--- src/include/mss_cfg.svh ---
// constants of the multi segment position sequencer
// assumes a 20 MHz clock and a word-aligned register port
`ifndef MSS_CFG_SVH
`define MSS_CFG_SVH
// ****************************************
// timing
// ****************************************
`define MSS_CLK_HZ      20000000
`define MSS_MS_PER_S    1000
// ****************************************
// register offsets (byte addresses)
// ****************************************
`define MSS_OFS_HOLD    10'h000
`define MSS_OFS_METHOD  10'h004
`define MSS_OFS_FIRST   10'h008
`define MSS_OFS_LAST    10'h00C
`define MSS_OFS_RESUME  10'h010
`define MSS_OFS_POSTYPE 10'h014
`define MSS_OFS_WUNIT   10'h018
`define MSS_OFS_CTRL    10'h01C
`define MSS_OFS_STAT    10'h020
`define MSS_OFS_IRQ_ST  10'h024
`define MSS_OFS_IRQ_CLR 10'h028
`define MSS_OFS_IRQ_EN  10'h02C
`define MSS_OFS_COMM    10'h030
`define MSS_SEG_PAGE    2'h1
`define MSS_FLD_DISP    2'h0
`define MSS_FLD_SPEED   2'h1
`define MSS_FLD_RAMP    2'h2
`define MSS_FLD_WAIT    2'h3
// ****************************************
// reset values and limits
// ****************************************
`define MSS_RST_HOLD    16'h07D0
`define MSS_RST_METHOD  3'h0
`define MSS_RST_FIRST   5'h01
`define MSS_RST_LAST    5'h02
`define MSS_RST_RESUME  1'h1
`define MSS_RST_POSTYPE 1'h0
`define MSS_RST_WUNIT   1'h0
`define MSS_RST_DISP    32'h00002710
`define MSS_RST_SPEED   16'h00C8
`define MSS_RST_RAMP    16'h000A
`define MSS_RST_WAIT    16'h0000
`define MSS_DISP_MAX    32'sh7FFFFFFE
`define MSS_DISP_MIN    32'sh80000002
`define MSS_SPEED_MIN   16'h0001
`define MSS_SPEED_MAX   16'h2328
`define MSS_METHOD_MAX  3'h5
`define MSS_IDX_MIN     5'h01
`define MSS_IDX_MAX     5'h10
`define MSS_NSEG        16
// ****************************************
// modes and interrupt bits
// ****************************************
`define MSS_MODE_SINGLE 3'h0
`define MSS_MODE_CYCLIC 3'h1
`define MSS_MODE_DI     3'h2
`define MSS_MODE_COMM   3'h3
`define MSS_MODE_SCONT  3'h4
`define MSS_MODE_CCONT  3'h5
`define MSS_IRQ_W       4
`define MSS_IRQ_SEG     0
`define MSS_IRQ_SEQ     1
`define MSS_IRQ_HOME    2
`define MSS_IRQ_PAUSE   3
`endif

--- src/include/mss_pkg.sv ---
// types of the multi segment position sequencer
// assumes mss_cfg.svh for all numeric constants
package mss_pkg;
  typedef enum logic [5:0] {
    MSS_IDLE  = 6'b000001,
    MSS_ISSUE = 6'b000010,
    MSS_MOVE  = 6'b000100,
    MSS_WAIT  = 6'b001000,
    MSS_PAUSE = 6'b010000,
    MSS_DONE  = 6'b100000
  } mss_state_e;
  typedef struct packed {
    logic signed [31:0] disp;
    logic [15:0]        speed;
    logic [15:0]        ramp;
    logic               absolute;
    logic               no_stop;
    logic [4:0]         index;
  } mss_cmd_s;
endpackage

--- src/rtl/mss_seq.sv ---
// multi segment position sequencer with homing-done output timing
// assumes a trajectory generator that takes commands by valid/ready
// and reports the end of each segment with a one-cycle pulse
// Overview of operation
// [RL1] execution method picks one of six sequencing modes
// [RL2] sixteen segments stored; run spans first through last index
// [RL3] one-pass mode runs first to last in order, then stops
// [RL4] cyclic mode wraps to first until enable or servo drops
// [RL5] modes 2/3 run one segment chosen by inputs or register
// [RL6] continuous modes skip stopping between segments
// [RL7] first index 1..last, last index first..16, mutually clamped
// [RL8] after pause resume remaining segments or restart from first
// [RL9] position type selects relative or absolute targets
// [RL10] wait unit selects milliseconds or seconds
// [RL11] displacement signed 32-bit clamped to +-2147483646
// [RL12] per-segment max speed clamped 1..9000 rpm
// [RL13] per-segment ramp time 0..65535 ms passed with command
// [RL14] wait the segment's wait count before next segment
// [RL15] homing done output high for hold time then cleared
// [RL16] status bit 12 follows the homing done output
// [RL17] restart-effective settings apply only on restart
// [RL18] sequence-complete shown after last one-pass segment and wait
//
// Implementation choices: the address map and the plain strobed port.
`timescale 1ns/100ps
`include "mss_cfg.svh"
module mss_seq #(
  parameter int CLK_PER_MS = `MSS_CLK_HZ / `MSS_MS_PER_S
) (
  input  wire logic          clk_i,
  input  wire logic          rst_n_i,
  input  wire logic [9:0]    addr_i,
  input  wire logic [31:0]   wdata_i,
  input  wire logic          we_i,
  input  wire logic          re_i,
  output logic [31:0]        rdata_o,
  input  wire logic          servo_on_command_i,
  input  wire logic          pos_enable_i,
  input  wire logic          start_i,
  input  wire logic          pause_i,
  input  wire logic [3:0]    di_seg_sel_i,
  input  wire logic          cmd_ready_i,
  input  wire logic          seg_done_i,
  input  wire logic          homing_done_i,
  output logic               cmd_valid_o,
  output mss_pkg::mss_cmd_s  cmd_o,
  output logic               busy_o,
  output logic               seq_complete_o,
  output logic               homing_do_o,
  output logic               status_bit12_o,
  output logic               irq_o
);
  // ****************************************
  // configuration registers
  // ****************************************
  logic [15:0] homing_hold_time;
  logic [2:0]  method_pend;
  logic [2:0]  segment_exec_method;
  logic [4:0]  first_segment_index;
  logic [4:0]  last_segment_index;
  logic        resume_policy;
  logic        pos_pend;
  logic        position_reference_type;
  logic        wait_time_unit;
  logic [4:0]  comm_seg;
  logic [`MSS_IRQ_W-1:0] irq_st;
  logic [`MSS_IRQ_W-1:0] irq_en;
  logic signed [31:0] seg_disp  [`MSS_NSEG];
  logic [15:0]        seg_speed [`MSS_NSEG];
  logic [15:0]        seg_ramp  [`MSS_NSEG];
  logic [15:0]        seg_wait  [`MSS_NSEG];
  mss_pkg::mss_state_e state;
  mss_pkg::mss_state_e next_state;
  logic [4:0]  cur_idx;
  logic [4:0]  next_cur;
  logic [15:0] wait_cnt;
  logic [9:0]  sub_cnt;
  logic [14:0] tick_cnt;
  logic [15:0] hold_cnt;

  function automatic logic [4:0] clamp_idx(input logic [15:0] v,
                                           input logic [4:0]  lo,
                                           input logic [4:0]  hi);
    clamp_idx = (v < {11'h000, lo}) ? lo :
                (v > {11'h000, hi}) ? hi : v[4:0];
  endfunction

  // ****************************************
  // register port decode
  // ****************************************
  wire [15:0] wd16     = wdata_i[15:0];
  wire        wr_hold  = we_i && addr_i == `MSS_OFS_HOLD;
  wire        wr_meth  = we_i && addr_i == `MSS_OFS_METHOD;
  wire        wr_first = we_i && addr_i == `MSS_OFS_FIRST;
  wire        wr_last  = we_i && addr_i == `MSS_OFS_LAST;
  wire        wr_res   = we_i && addr_i == `MSS_OFS_RESUME;
  wire        wr_pos   = we_i && addr_i == `MSS_OFS_POSTYPE;
  wire        wr_wunit = we_i && addr_i == `MSS_OFS_WUNIT;
  wire        wr_ctrl  = we_i && addr_i == `MSS_OFS_CTRL;
  wire        wr_en    = we_i && addr_i == `MSS_OFS_IRQ_EN;
  wire        wr_comm  = we_i && addr_i == `MSS_OFS_COMM;
  wire [`MSS_IRQ_W-1:0] irq_clr =
    (we_i && addr_i == `MSS_OFS_IRQ_CLR) ?
    wdata_i[`MSS_IRQ_W-1:0] : '0;
  wire        seg_page = addr_i[9:8] == `MSS_SEG_PAGE;
  wire [3:0]  seg_sel  = addr_i[7:4];
  wire [1:0]  seg_fld  = addr_i[3:2];
  wire        wr_seg   = we_i && seg_page;
  wire signed [31:0] wd_s = signed'(wdata_i);
  wire signed [31:0] disp_cl = (wd_s > `MSS_DISP_MAX) ? `MSS_DISP_MAX :
                               (wd_s < `MSS_DISP_MIN) ? `MSS_DISP_MIN :
                               wd_s; // RL11
  wire [15:0] speed_cl = (wd16 < `MSS_SPEED_MIN) ? `MSS_SPEED_MIN :
                         (wd16 > `MSS_SPEED_MAX) ? `MSS_SPEED_MAX :
                         wd16; // RL12
  wire [2:0]  meth_cl = (wd16 > {13'h0000, `MSS_METHOD_MAX}) ?
                        `MSS_METHOD_MAX : wd16[2:0]; // RL1

  // ****************************************
  // configuration storage
  // ****************************************
  // restart-effective settings are staged; a ctrl write while not busy
  // (idle or done) applies them, so a running sequence never changes mode midway
  always_ff @(posedge clk_i) begin
    if (!rst_n_i) begin
      homing_hold_time        <= `MSS_RST_HOLD;
      method_pend             <= `MSS_RST_METHOD;
      segment_exec_method     <= `MSS_RST_METHOD;
      first_segment_index     <= `MSS_RST_FIRST;
      last_segment_index      <= `MSS_RST_LAST;
      resume_policy           <= `MSS_RST_RESUME;
      pos_pend                <= `MSS_RST_POSTYPE;
      position_reference_type <= `MSS_RST_POSTYPE;
      wait_time_unit          <= `MSS_RST_WUNIT;
      comm_seg                <= `MSS_IDX_MIN;
      irq_en                  <= '0;
    end else begin
      if (wr_hold) homing_hold_time <= wd16;
      if (wr_meth) method_pend <= meth_cl; // RL17
      if (wr_pos) pos_pend <= wdata_i[0]; // RL17
      if (wr_ctrl && wdata_i[0] && !busy_o) begin
        segment_exec_method     <= method_pend; // RL17
        position_reference_type <= pos_pend; // RL17
      end
      if (wr_first)
        first_segment_index <= clamp_idx(wd16, `MSS_IDX_MIN,
                                         last_segment_index); // RL7
      if (wr_last)
        last_segment_index <= clamp_idx(wd16, first_segment_index,
                                        `MSS_IDX_MAX); // RL7
      if (wr_res) resume_policy <= wdata_i[0]; // RL8
      if (wr_wunit) wait_time_unit <= wdata_i[0]; // RL10
      if (wr_comm)
        comm_seg <= clamp_idx(wd16, `MSS_IDX_MIN, `MSS_IDX_MAX); // RL5
      if (wr_en) irq_en <= wdata_i[`MSS_IRQ_W-1:0];
    end
  end

  // segment table: one bank per segment
  for (genvar g = 0; g < `MSS_NSEG; g++) begin : g_seg
    wire hit = wr_seg && seg_sel == 4'(g);
    always_ff @(posedge clk_i) begin
      if (!rst_n_i) begin
        seg_disp[g]  <= `MSS_RST_DISP; // RL2
        seg_speed[g] <= `MSS_RST_SPEED;
        seg_ramp[g]  <= `MSS_RST_RAMP;
        seg_wait[g]  <= `MSS_RST_WAIT;
      end else if (hit) begin
        if (seg_fld == `MSS_FLD_DISP) seg_disp[g] <= disp_cl; // RL11
        if (seg_fld == `MSS_FLD_SPEED) seg_speed[g] <= speed_cl; // RL12
        if (seg_fld == `MSS_FLD_RAMP) seg_ramp[g] <= wd16; // RL13
        if (seg_fld == `MSS_FLD_WAIT) seg_wait[g] <= wd16; // RL14
      end
    end
  end

  // ****************************************
  // time base
  // ****************************************
  localparam logic [14:0] TICK_LAST = 15'(CLK_PER_MS - 1);
  localparam logic [9:0]  SEC_LAST  = 10'(`MSS_MS_PER_S - 1);
  wire ms_tick   = tick_cnt == TICK_LAST;
  wire sec_tick  = ms_tick && sub_cnt == SEC_LAST;
  wire unit_tick = wait_time_unit ? sec_tick : ms_tick; // RL10

  // ****************************************
  // sequencer
  // ****************************************
  wire [2:0] mode   = segment_exec_method;
  wire sel_mode  = mode == `MSS_MODE_DI || mode == `MSS_MODE_COMM; // RL5
  wire one_pass  = mode == `MSS_MODE_SINGLE ||
                   mode == `MSS_MODE_SCONT; // RL1
  wire cont_mode = mode == `MSS_MODE_SCONT ||
                   mode == `MSS_MODE_CCONT; // RL6
  wire run_ok    = pos_enable_i && servo_on_command_i;
  wire st_idle   = state == mss_pkg::MSS_IDLE;
  wire st_done   = state == mss_pkg::MSS_DONE;
  wire [4:0] di_idx  = {1'b0, di_seg_sel_i} + `MSS_IDX_MIN;
  wire [4:0] sel_idx = (mode == `MSS_MODE_DI) ? di_idx : comm_seg; // RL5
  wire [4:0] cur_m1  = cur_idx - `MSS_IDX_MIN;
  wire [15:0] cur_wait = seg_wait[cur_m1[3:0]];
  wire at_last   = cur_idx >= last_segment_index;
  wire wait_done = state == mss_pkg::MSS_WAIT && unit_tick &&
                   wait_cnt <= 16'h0001; // RL14
  wire seg_end   = state == mss_pkg::MSS_MOVE && seg_done_i;
  wire [4:0] adv_idx = at_last ? first_segment_index :
                       cur_idx + `MSS_IDX_MIN; // RL4
  wire mss_pkg::mss_state_e adv_state =
    sel_mode ? mss_pkg::MSS_IDLE :
    (at_last && one_pass) ? mss_pkg::MSS_DONE : // RL3
    mss_pkg::MSS_ISSUE;

  always_comb begin
    next_state = state;
    next_cur   = cur_idx;
    if (!run_ok && busy_o) begin
      next_state = mss_pkg::MSS_IDLE; // RL4
    end else begin
      unique case (state)
        mss_pkg::MSS_IDLE, mss_pkg::MSS_DONE: begin
          if (start_i && run_ok) begin
            next_state = mss_pkg::MSS_ISSUE;
            next_cur   = sel_mode ? sel_idx : first_segment_index; // RL3
          end
        end
        mss_pkg::MSS_ISSUE: begin
          if (cmd_ready_i) next_state = mss_pkg::MSS_MOVE;
          else if (pause_i) next_state = mss_pkg::MSS_PAUSE;
        end
        mss_pkg::MSS_MOVE: begin
          if (pause_i) begin
            next_state = mss_pkg::MSS_PAUSE;
          end else if (seg_done_i && cur_wait != 16'h0000) begin
            next_state = mss_pkg::MSS_WAIT; // RL14
          end else if (seg_done_i) begin
            next_state = adv_state;
            next_cur   = sel_mode ? cur_idx : adv_idx; // RL3
          end
        end
        mss_pkg::MSS_WAIT: begin
          if (pause_i) begin
            next_state = mss_pkg::MSS_PAUSE;
          end else if (wait_done) begin
            next_state = adv_state;
            next_cur   = sel_mode ? cur_idx : adv_idx; // RL14
          end
        end
        mss_pkg::MSS_PAUSE: begin
          if (!pause_i) begin
            next_state = mss_pkg::MSS_ISSUE;
            if (resume_policy && !sel_mode)
              next_cur = first_segment_index; // RL8
          end
        end
      endcase
    end
  end

  // command is captured on entry to issue, so its data are flops
  wire [4:0] nxt_m1 = next_cur - `MSS_IDX_MIN;
  wire [3:0] ni     = nxt_m1[3:0];
  wire load_cmd = next_state == mss_pkg::MSS_ISSUE &&
                  state != mss_pkg::MSS_ISSUE;
  wire [`MSS_IRQ_W-1:0] irq_evt;
  assign irq_evt[`MSS_IRQ_SEG]   = seg_end;
  assign irq_evt[`MSS_IRQ_SEQ]   = next_state == mss_pkg::MSS_DONE &&
                                   !st_done;
  assign irq_evt[`MSS_IRQ_HOME]  = homing_done_i;
  assign irq_evt[`MSS_IRQ_PAUSE] = next_state == mss_pkg::MSS_PAUSE &&
                                   state != mss_pkg::MSS_PAUSE;
  wire [15:0] next_hold = homing_done_i ? homing_hold_time :
                          (ms_tick && hold_cnt != 16'h0000) ?
                          hold_cnt - 16'h0001 : hold_cnt; // RL15

  always_ff @(posedge clk_i) begin
    if (!rst_n_i) begin
      state    <= mss_pkg::MSS_IDLE;
      cur_idx  <= `MSS_IDX_MIN;
      cmd_o    <= '0;
      wait_cnt <= '0;
      sub_cnt  <= '0;
      tick_cnt <= '0;
      hold_cnt <= '0;
      homing_do_o <= 1'b0;
      irq_st   <= '0;
    end else begin
      state    <= next_state;
      cur_idx  <= next_cur;
      tick_cnt <= ms_tick ? '0 : tick_cnt + 15'h0001;
      if (state != mss_pkg::MSS_WAIT) sub_cnt <= '0;
      else if (sec_tick) sub_cnt <= '0;
      else if (ms_tick) sub_cnt <= sub_cnt + 10'h001;
      if (seg_end) wait_cnt <= cur_wait; // RL14
      else if (state == mss_pkg::MSS_WAIT && unit_tick)
        wait_cnt <= wait_cnt - 16'h0001;
      if (load_cmd) begin
        cmd_o.disp     <= seg_disp[ni];
        cmd_o.speed    <= seg_speed[ni]; // RL12
        cmd_o.ramp     <= seg_ramp[ni]; // RL13
        cmd_o.absolute <= position_reference_type; // RL9
        cmd_o.no_stop  <= cont_mode; // RL6
        cmd_o.index    <= next_cur;
      end
      hold_cnt    <= next_hold;
      homing_do_o <= next_hold != 16'h0000; // RL15
      irq_st      <= (irq_st & ~irq_clr) | irq_evt;
    end
  end

  assign cmd_valid_o    = state == mss_pkg::MSS_ISSUE;
  assign busy_o         = !(st_idle || st_done);
  assign seq_complete_o = st_done; // RL18
  assign status_bit12_o = homing_do_o; // RL16
  assign irq_o          = |(irq_st & irq_en);

  // ****************************************
  // read path
  // ****************************************
  wire [31:0] rd_seg =
    (seg_fld == `MSS_FLD_DISP)  ? seg_disp[seg_sel] :
    (seg_fld == `MSS_FLD_SPEED) ? {16'h0000, seg_speed[seg_sel]} :
    (seg_fld == `MSS_FLD_RAMP)  ? {16'h0000, seg_ramp[seg_sel]} :
    {16'h0000, seg_wait[seg_sel]};
  wire [31:0] rd_stat = {13'h0000, cur_idx, state, 4'h0,
                         position_reference_type, segment_exec_method};
  wire [31:0] rd_mux =
    seg_page ? rd_seg :
    (addr_i == `MSS_OFS_HOLD)    ? {16'h0000, homing_hold_time} :
    (addr_i == `MSS_OFS_METHOD)  ? {29'h00000000, method_pend} :
    (addr_i == `MSS_OFS_FIRST)   ? {27'h0000000, first_segment_index} :
    (addr_i == `MSS_OFS_LAST)    ? {27'h0000000, last_segment_index} :
    (addr_i == `MSS_OFS_RESUME)  ? {31'h00000000, resume_policy} :
    (addr_i == `MSS_OFS_POSTYPE) ? {31'h00000000, pos_pend} :
    (addr_i == `MSS_OFS_WUNIT)   ? {31'h00000000, wait_time_unit} :
    (addr_i == `MSS_OFS_STAT)    ? rd_stat :
    (addr_i == `MSS_OFS_IRQ_ST)  ? {28'h0000000, irq_st} :
    (addr_i == `MSS_OFS_IRQ_EN)  ? {28'h0000000, irq_en} :
    (addr_i == `MSS_OFS_COMM)    ? {27'h0000000, comm_seg} : '0;

  always_ff @(posedge clk_i) begin
    if (!rst_n_i) rdata_o <= '0;
    else rdata_o <= re_i ? rd_mux : '0;
  end
endmodule

--- config.mk ---
export PLATFORM = sky130hd
export DESIGN_NAME = mss_seq
export DESIGN_NICKNAME = d
export VERILOG_FILES = /design/src/include/mss_pkg.sv /design/src/rtl/mss_seq.sv
export VERILOG_INCLUDE_DIRS = /design/src /design/src/include
export SDC_FILE = /design/constraint.sdc
export NUM_CORES = 2
export LEC_CHECK = 0
export BUFFER_PORTS_ARGS = -buffer_cell sky130_fd_sc_hd__buf_2
export CAP_MARGIN = 20
export CORE_MARGIN = 2
export CORE_UTILIZATION = 35
export DETAILED_ROUTE_END_ITERATION = 16
export PLACE_DENSITY = 0.56
export SYNTH_ARGS = -nofsm -noshare
export SYNTH_HDL_FRONTEND = slang
export SYNTH_SLANG_ARGS = --single-unit
--- constraint.sdc ---
create_clock -name clk_i -period 14.9 [get_ports clk_i]
set_clock_uncertainty 0.05 [all_clocks]
set_input_delay 0.745 -clock clk_i [delete_from_list [all_inputs] [get_ports clk_i]]
set_output_delay 0.745 -clock clk_i [all_outputs]
set_load 0.01 [all_outputs]
## Word-level counts from Yosys, hierarchy flattened

Memories as Yosys holds them, arrays and structs flattened. A register that Yosys moved wholly into a read port is not among the register bits.
Index checks and enable logic that the tools add are counted.

| storage, ports and cells | value |
|---|---|
| flip-flop bits (word level) | 157 |
| memory bits (writable) | 1280 |
| input port bits | 57 |
| output and inout bits | 109 |
| logic and storage cells | 550 |
| memories kept | 4 |

Memory list:

| memory | words | width | read ports | clocked after Yosys merged registers in | wr ports | line | RTL |
|---|---|---|---|---|---|---|---|
| seg_disp | 16 | 32 | 2 | 1 | 16 | mss_seq.sv:68 | `` logic signed [31:0] seg_disp [`MSS_NSEG]; `` |
| seg_ramp | 16 | 16 | 2 | 1 | 16 | mss_seq.sv:70 | `` logic [15:0] seg_ramp [`MSS_NSEG]; `` |
| seg_speed | 16 | 16 | 2 | 1 | 16 | mss_seq.sv:69 | `` logic [15:0] seg_speed [`MSS_NSEG]; `` |
| seg_wait | 16 | 16 | 2 | 0 | 16 | mss_seq.sv:71 | `` logic [15:0] seg_wait [`MSS_NSEG]; `` |

| cells by class | value |
|---|---|
| $add $sub $neg | 8 |
| magnitude comparators | 10 |
| eq/ne operators | 49 |
| multiplexer cells | 319 |
| bitwise operators | 69 |
| reductions and logical operators | 68 |

Operators by type and width:

| cell | count |
|---|---|
| $mux W16 | 56 |
| $mux W32 | 20 |
| $mux W1 | 198 |
| $mux W19 | 8 |
| $mux W5 | 21 |
| $mux W6 | 12 |
| $or A1 B1 Y1 | 64 |
| $eq A10 B6 Y1 const B | 5 |
| $reduce_bool A16 Y1 | 3 |
| $logic_and A1 B1 Y1 | 44 |
| $eq A10 B5 Y1 const B | 4 |
| $eq A4 B4 Y1 const B | 8 |
| $gt A32 B32 Y1 const B | 1 |
| $lt A32 B32 Y1 const B | 1 |
| $sub A16 B1 Y16 const B | 2 |
| $pmux W6 S5 | 1 |
| $eq A10 B4 Y1 const B | 2 |
| $pmux W5 S4 | 1 |
| $eq A4 B3 Y1 const B | 4 |
| $gt A16 B14 Y1 const B | 1 |
| $gt A16 B3 Y1 const B | 1 |
| $gt A16 B5 Y1 | 1 |
| $gt A16 B5 Y1 const B | 1 |
| $le A16 B1 Y1 const B | 1 |
| 43 further kinds | 63 |

## Longest topological paths before layout

| depth | value |
|---|---|
| word-level depth | 13 |
| gate-level depth with buffers | 26 |
| mapped depth without buffers | 17 |

## Least setup slack after synthesis

OpenSTA, ideal clock, no wires.

| path | value |
|---|---|
| path kind | in2reg |
| start | input port addr_i[4] |
| end | memory seg_disp[13][0], enable pin |
| library setup time | 0.466 ns |
| data arrival time | 5.836 ns |
| required time | 14.384 ns |
| path slack | 8.548 ns |
| stages on the path | 10 |
| buffers on the path | 7 |
| cell sequence | clkbuf_1 clkbuf_1 buf_1 clkbuf_1 buf_1 nor2b_1 clkbuf_1 nand2_1 clkbuf_1 o21ai_0 |

RTL lines:

| what | line | RTL |
|---|---|---|
| start, declared | mss_seq.sv:32 | `input wire logic [9:0] addr_i,` |
| end, declared | mss_seq.sv:68 |  |

## Worst setup path in the final report

| path | value |
|---|---|
| start | register cur_idx[0] |
| end | register cmd_o[50] (netlist name) |

| on the way | value |
|---|---|
| cells in the longest elaborated chain, start to end | 11 |
| elaborated cells on any way between the ends | 31 |
| those cells by class | 3 x add/sub; 1 x order compare; 1 x eq/ne; 21 x mux; 4 x reduce/logical; 1 x memory |

RTL lines:

| what | line | RTL |
|---|---|---|
| start, declared | mss_seq.sv:74 | `logic [4:0] cur_idx;` |
| start signal, assigned | mss_seq.sv:278 | `` cur_idx <= `MSS_IDX_MIN; `` |
| start signal, assigned | mss_seq.sv:288 | `cur_idx <= next_cur;` |
| parallel branches: the longest is 11 deep, another holds $mem_v2 Z16 W16 | - |  |

Parallel ways; which one is timed is not known.
A chain may end at the register's enable or synchronous reset.

==> results.yml <==
global_route:
  antenna_found_initial: 22
  grt_max_degree: 128
  track_usage: 0.254
  grt.overflow.total: 0
  grt_pass1_wl_mm: 409
  grt_pass1_vias: 53400
critical_path:
  critical_path_class: "register to register"
  path_max_fanout: 97
  cp-end-kind: "register"
  required_ps: 15600
  worstPathArrival_ps: 9920
  critPathLaunchType: "register"
sta:
  min_period_over_period: 0.619
  finalSetupTns_ps: 0
  drv_slew: 0
  rsz0062_at_grt: "false"
  worst_slew_pin_slew_ps: 1130
  final-setup-viol-count: 0
  timing.fmax_mhz: 108
  hold_viol: 0
  slew_headroom: 0.233
  finalCriticalPeriod_ps: 9220
synthesis:
  synthesis.area_um2: 77800
  syn_avg_cell_area_um2: 13.6
  synth_flop_cell: "edfxtp_1"
  yosys_warnings: 0
  seq_area_frac_synth: 0.551
  synth_cell_type_count: 80
  async_reset_ff_frac: 0
  syn_inst: 5708
  ys_seq_elements: 1501
  synth_edf_count: 1280
cts:
  clkLatencyLatePin_ps: 870
  cts_tree: "done"
  htree_levels: 4
  path_clk_slew_ps: 60
  ctsHoldBuffers: 0
  clockRootBuffer: "clkbuf_16"
  cts.repair.resized: 0
  clock-sinks: 1501
  cts_buffer_depth: 3
  post_cts_buffers: 0
  cts_buffers: 171
final_layout:
  multi_input_area_um2: 33300
  final_common_cell: "edfxtp_1"
  design_area_um2: 88500
  syn_to_final_growth_pct: 13.8
  nets: 5834
  fillCellCount: 20600
  layout_common_cells: "1280 x edfxtp_1, 837 x nor2_1, 708 x mux4_2"
  regArea_um2: 42900
  drive_gt1_frac: 0.268
detailed_routing:
  ant_nets: 0
  drc: 0
  totalWireLength_mm: 292
  viasPerCell: 6.17
  wl_per_cell_um: 32.9
  first_pass_iters: 9
  drt_iter0_drc: 7587
  vias: 54800
die:
  start_util: 0.351
  row_count: 173
  die_y_um: 476
  fp.coreArea_um2: 222000
  ioPinCount: 166
  chipWidth_um: 476
  dieArea_um2: 226000
place:
  io_buffers: 165
  place_area_um2: 82500
  globalplace.congestion: 0.900
  dp_hpwl_mm: 176
pwr:
  irDropWorstVdd_mv: 0.114
  p_seq_frac: 0.459
  p_sw_frac: 0.261
  power.total_mw: 10.6
  power.density_nw_per_um2: 120
  clkPwrFrac: 0.413
  leakage_nw: 29.7
  p_int_mw: 7.83
  switchingPower_mw: 2.77
  p_comb_frac: 0.128
run:
  timing.max_cap.violations: 0
status:
  outcome: "finished, final reports clean"
min_path:
  hp-class: "primary input to register"
[final cells by class]
class	instances	area share
flip-flops and latches	1501	0.484
multi-input cells	3641	0.376
clock buffers	240	0.0539
well taps	2975	0.0420
repair buffers	404	0.0308
clock inverters	82	0.0119
inverters	33	0.00141
diodes	11	0.000311
[per-stage QoR]
| stage | utilization | setup slack (ps) | hold WS [ps] | std cells |
|---|---|---|---|---|
| 2_1_floorplan | - | 8550 | 380 | 5739 |
| 3_5_place_dp | 0.372 | 5280 | 399 | 8536 |
| 6_report | 0.399 | 5680 | 199 | 8887 |
| 4_1_cts | 0.399 | 5280 | 158 | 8858 |
| 3_3_place_gp | 0.372 | 5430 | 389 | 8531 |
| 5_1_grt | 0.399 | 5130 | 191 | 8878 |
[Yosys cell counts (all sizes together), types with 8 or more instances]
cell type,n,area (um^2)
mux4,708,15900
nor2b,33,206
mux2i,92,921
nor3,86,435
a31oi,9,56.3
dfxtp,221,4420
and3,17,106
nor2,843,3160
xor2,22,200
nand2b,14,87.6
a221oi,72,762
a221o,64,641
inv,33,124
nor4,25,163
buf,123,689
a211oi,16,120
a21oi,119,596
xnor2,26,228
edfxtp,1280,38400
nor3b,37,278
mux2,79,890
or3,46,288
o21ai,169,846
nand3,131,656
o211ai,15,113
and2,465,2910
nand3b,21,158
nor4b,9,85.1
nand4,36,225
a22oi,15,113
a222oi,8,80.1
clkbuf,441,1660
ha,25,313
nand2,326,1220
[kinds of logic (layout without fill, tap and decap cells)]
| group | Yosys count | count (layout) | share of synthesized area |
|---|---|---|---|
| simple gates | 2109 | 2109 | 0.130 |
| flops | 1501 | 1501 | 0.551 |
| mux | 879 | 879 | 0.228 |
| buf+inv | 597 | 759 | 0.0317 |
| compound gates | 548 | 548 | 0.0496 |
| xor+xnor | 48 | 48 | 0.00550 |
| fa+ha+maj | 25 | 25 | 0.00402 |
| other cells | 1 | 43 | 0.0000482 |
[layer usage]
layer | up-vias | GRT usage | part of all wire
met5 | - | 0 | 0.00045
met4 | 18 | 0.105 | 0.045
met3 | 673 | 0.0728 | 0.12
met2 | 3770 | 0.396 | 0.46
met1 | 28400 | 0.334 | 0.38
li1 | 22000 | - | -
[worst max-delay path, cell delays in order, from the launching register on]
cell      delay [ps]
dfxtp_4          470
inv_1            360
ha_4             830
buf_4            670
mux4_2           410
nand2_1           90
nand2_1          110
o41ai_2          630
nand2_1          250
or4_1            510
a221oi_4         270
buf_4            680
buf_12           570
buf_4            380
buf_16           350
buf_4            780
mux4_2           610
mux2_2           280
a221o_1          330
[power by group through the flow]
stage | Sequential [mW] | Combinational [mW] | Clock, mW
floorplan | 4.90 | 0.851 | 0
global placement | 4.93 | 1.33 | 0
detailed placement | 4.94 | 1.33 | 0
CTS | 4.86 | 1.34 | 4.41
global route | 4.88 | 1.40 | 4.57
finish | 4.86 | 1.36 | 4.37
[state kept, by name, summed over array words and instances (netlist names), 10 cells and up]
| name | count |
|---|---|
| homing_hold_time | 16 |
| hold_cnt | 16 |
| cmd_o | 71 |
| seg_speed | 256 |
| tick_cnt | 15 |
| rdata_o | 32 |
| sub_cnt | 10 |
| seg_ramp | 256 |
| wait_cnt | 16 |
| seg_disp | 512 |
| seg_wait | 256 |
[worst paths after layout]
check	from	to	slack [ps]	cells past startpoint
min reg2reg	tick_cnt[0]	tick_cnt[0]	420	1
min	rst_n_i	homing_hold_time[8]	200	2
max	cur_idx[0]	cmd_o[50]	5680	18
max reg2reg	cur_idx[0]	cmd_o[50]	5680	18
Power figures use the tool's default switching activity.
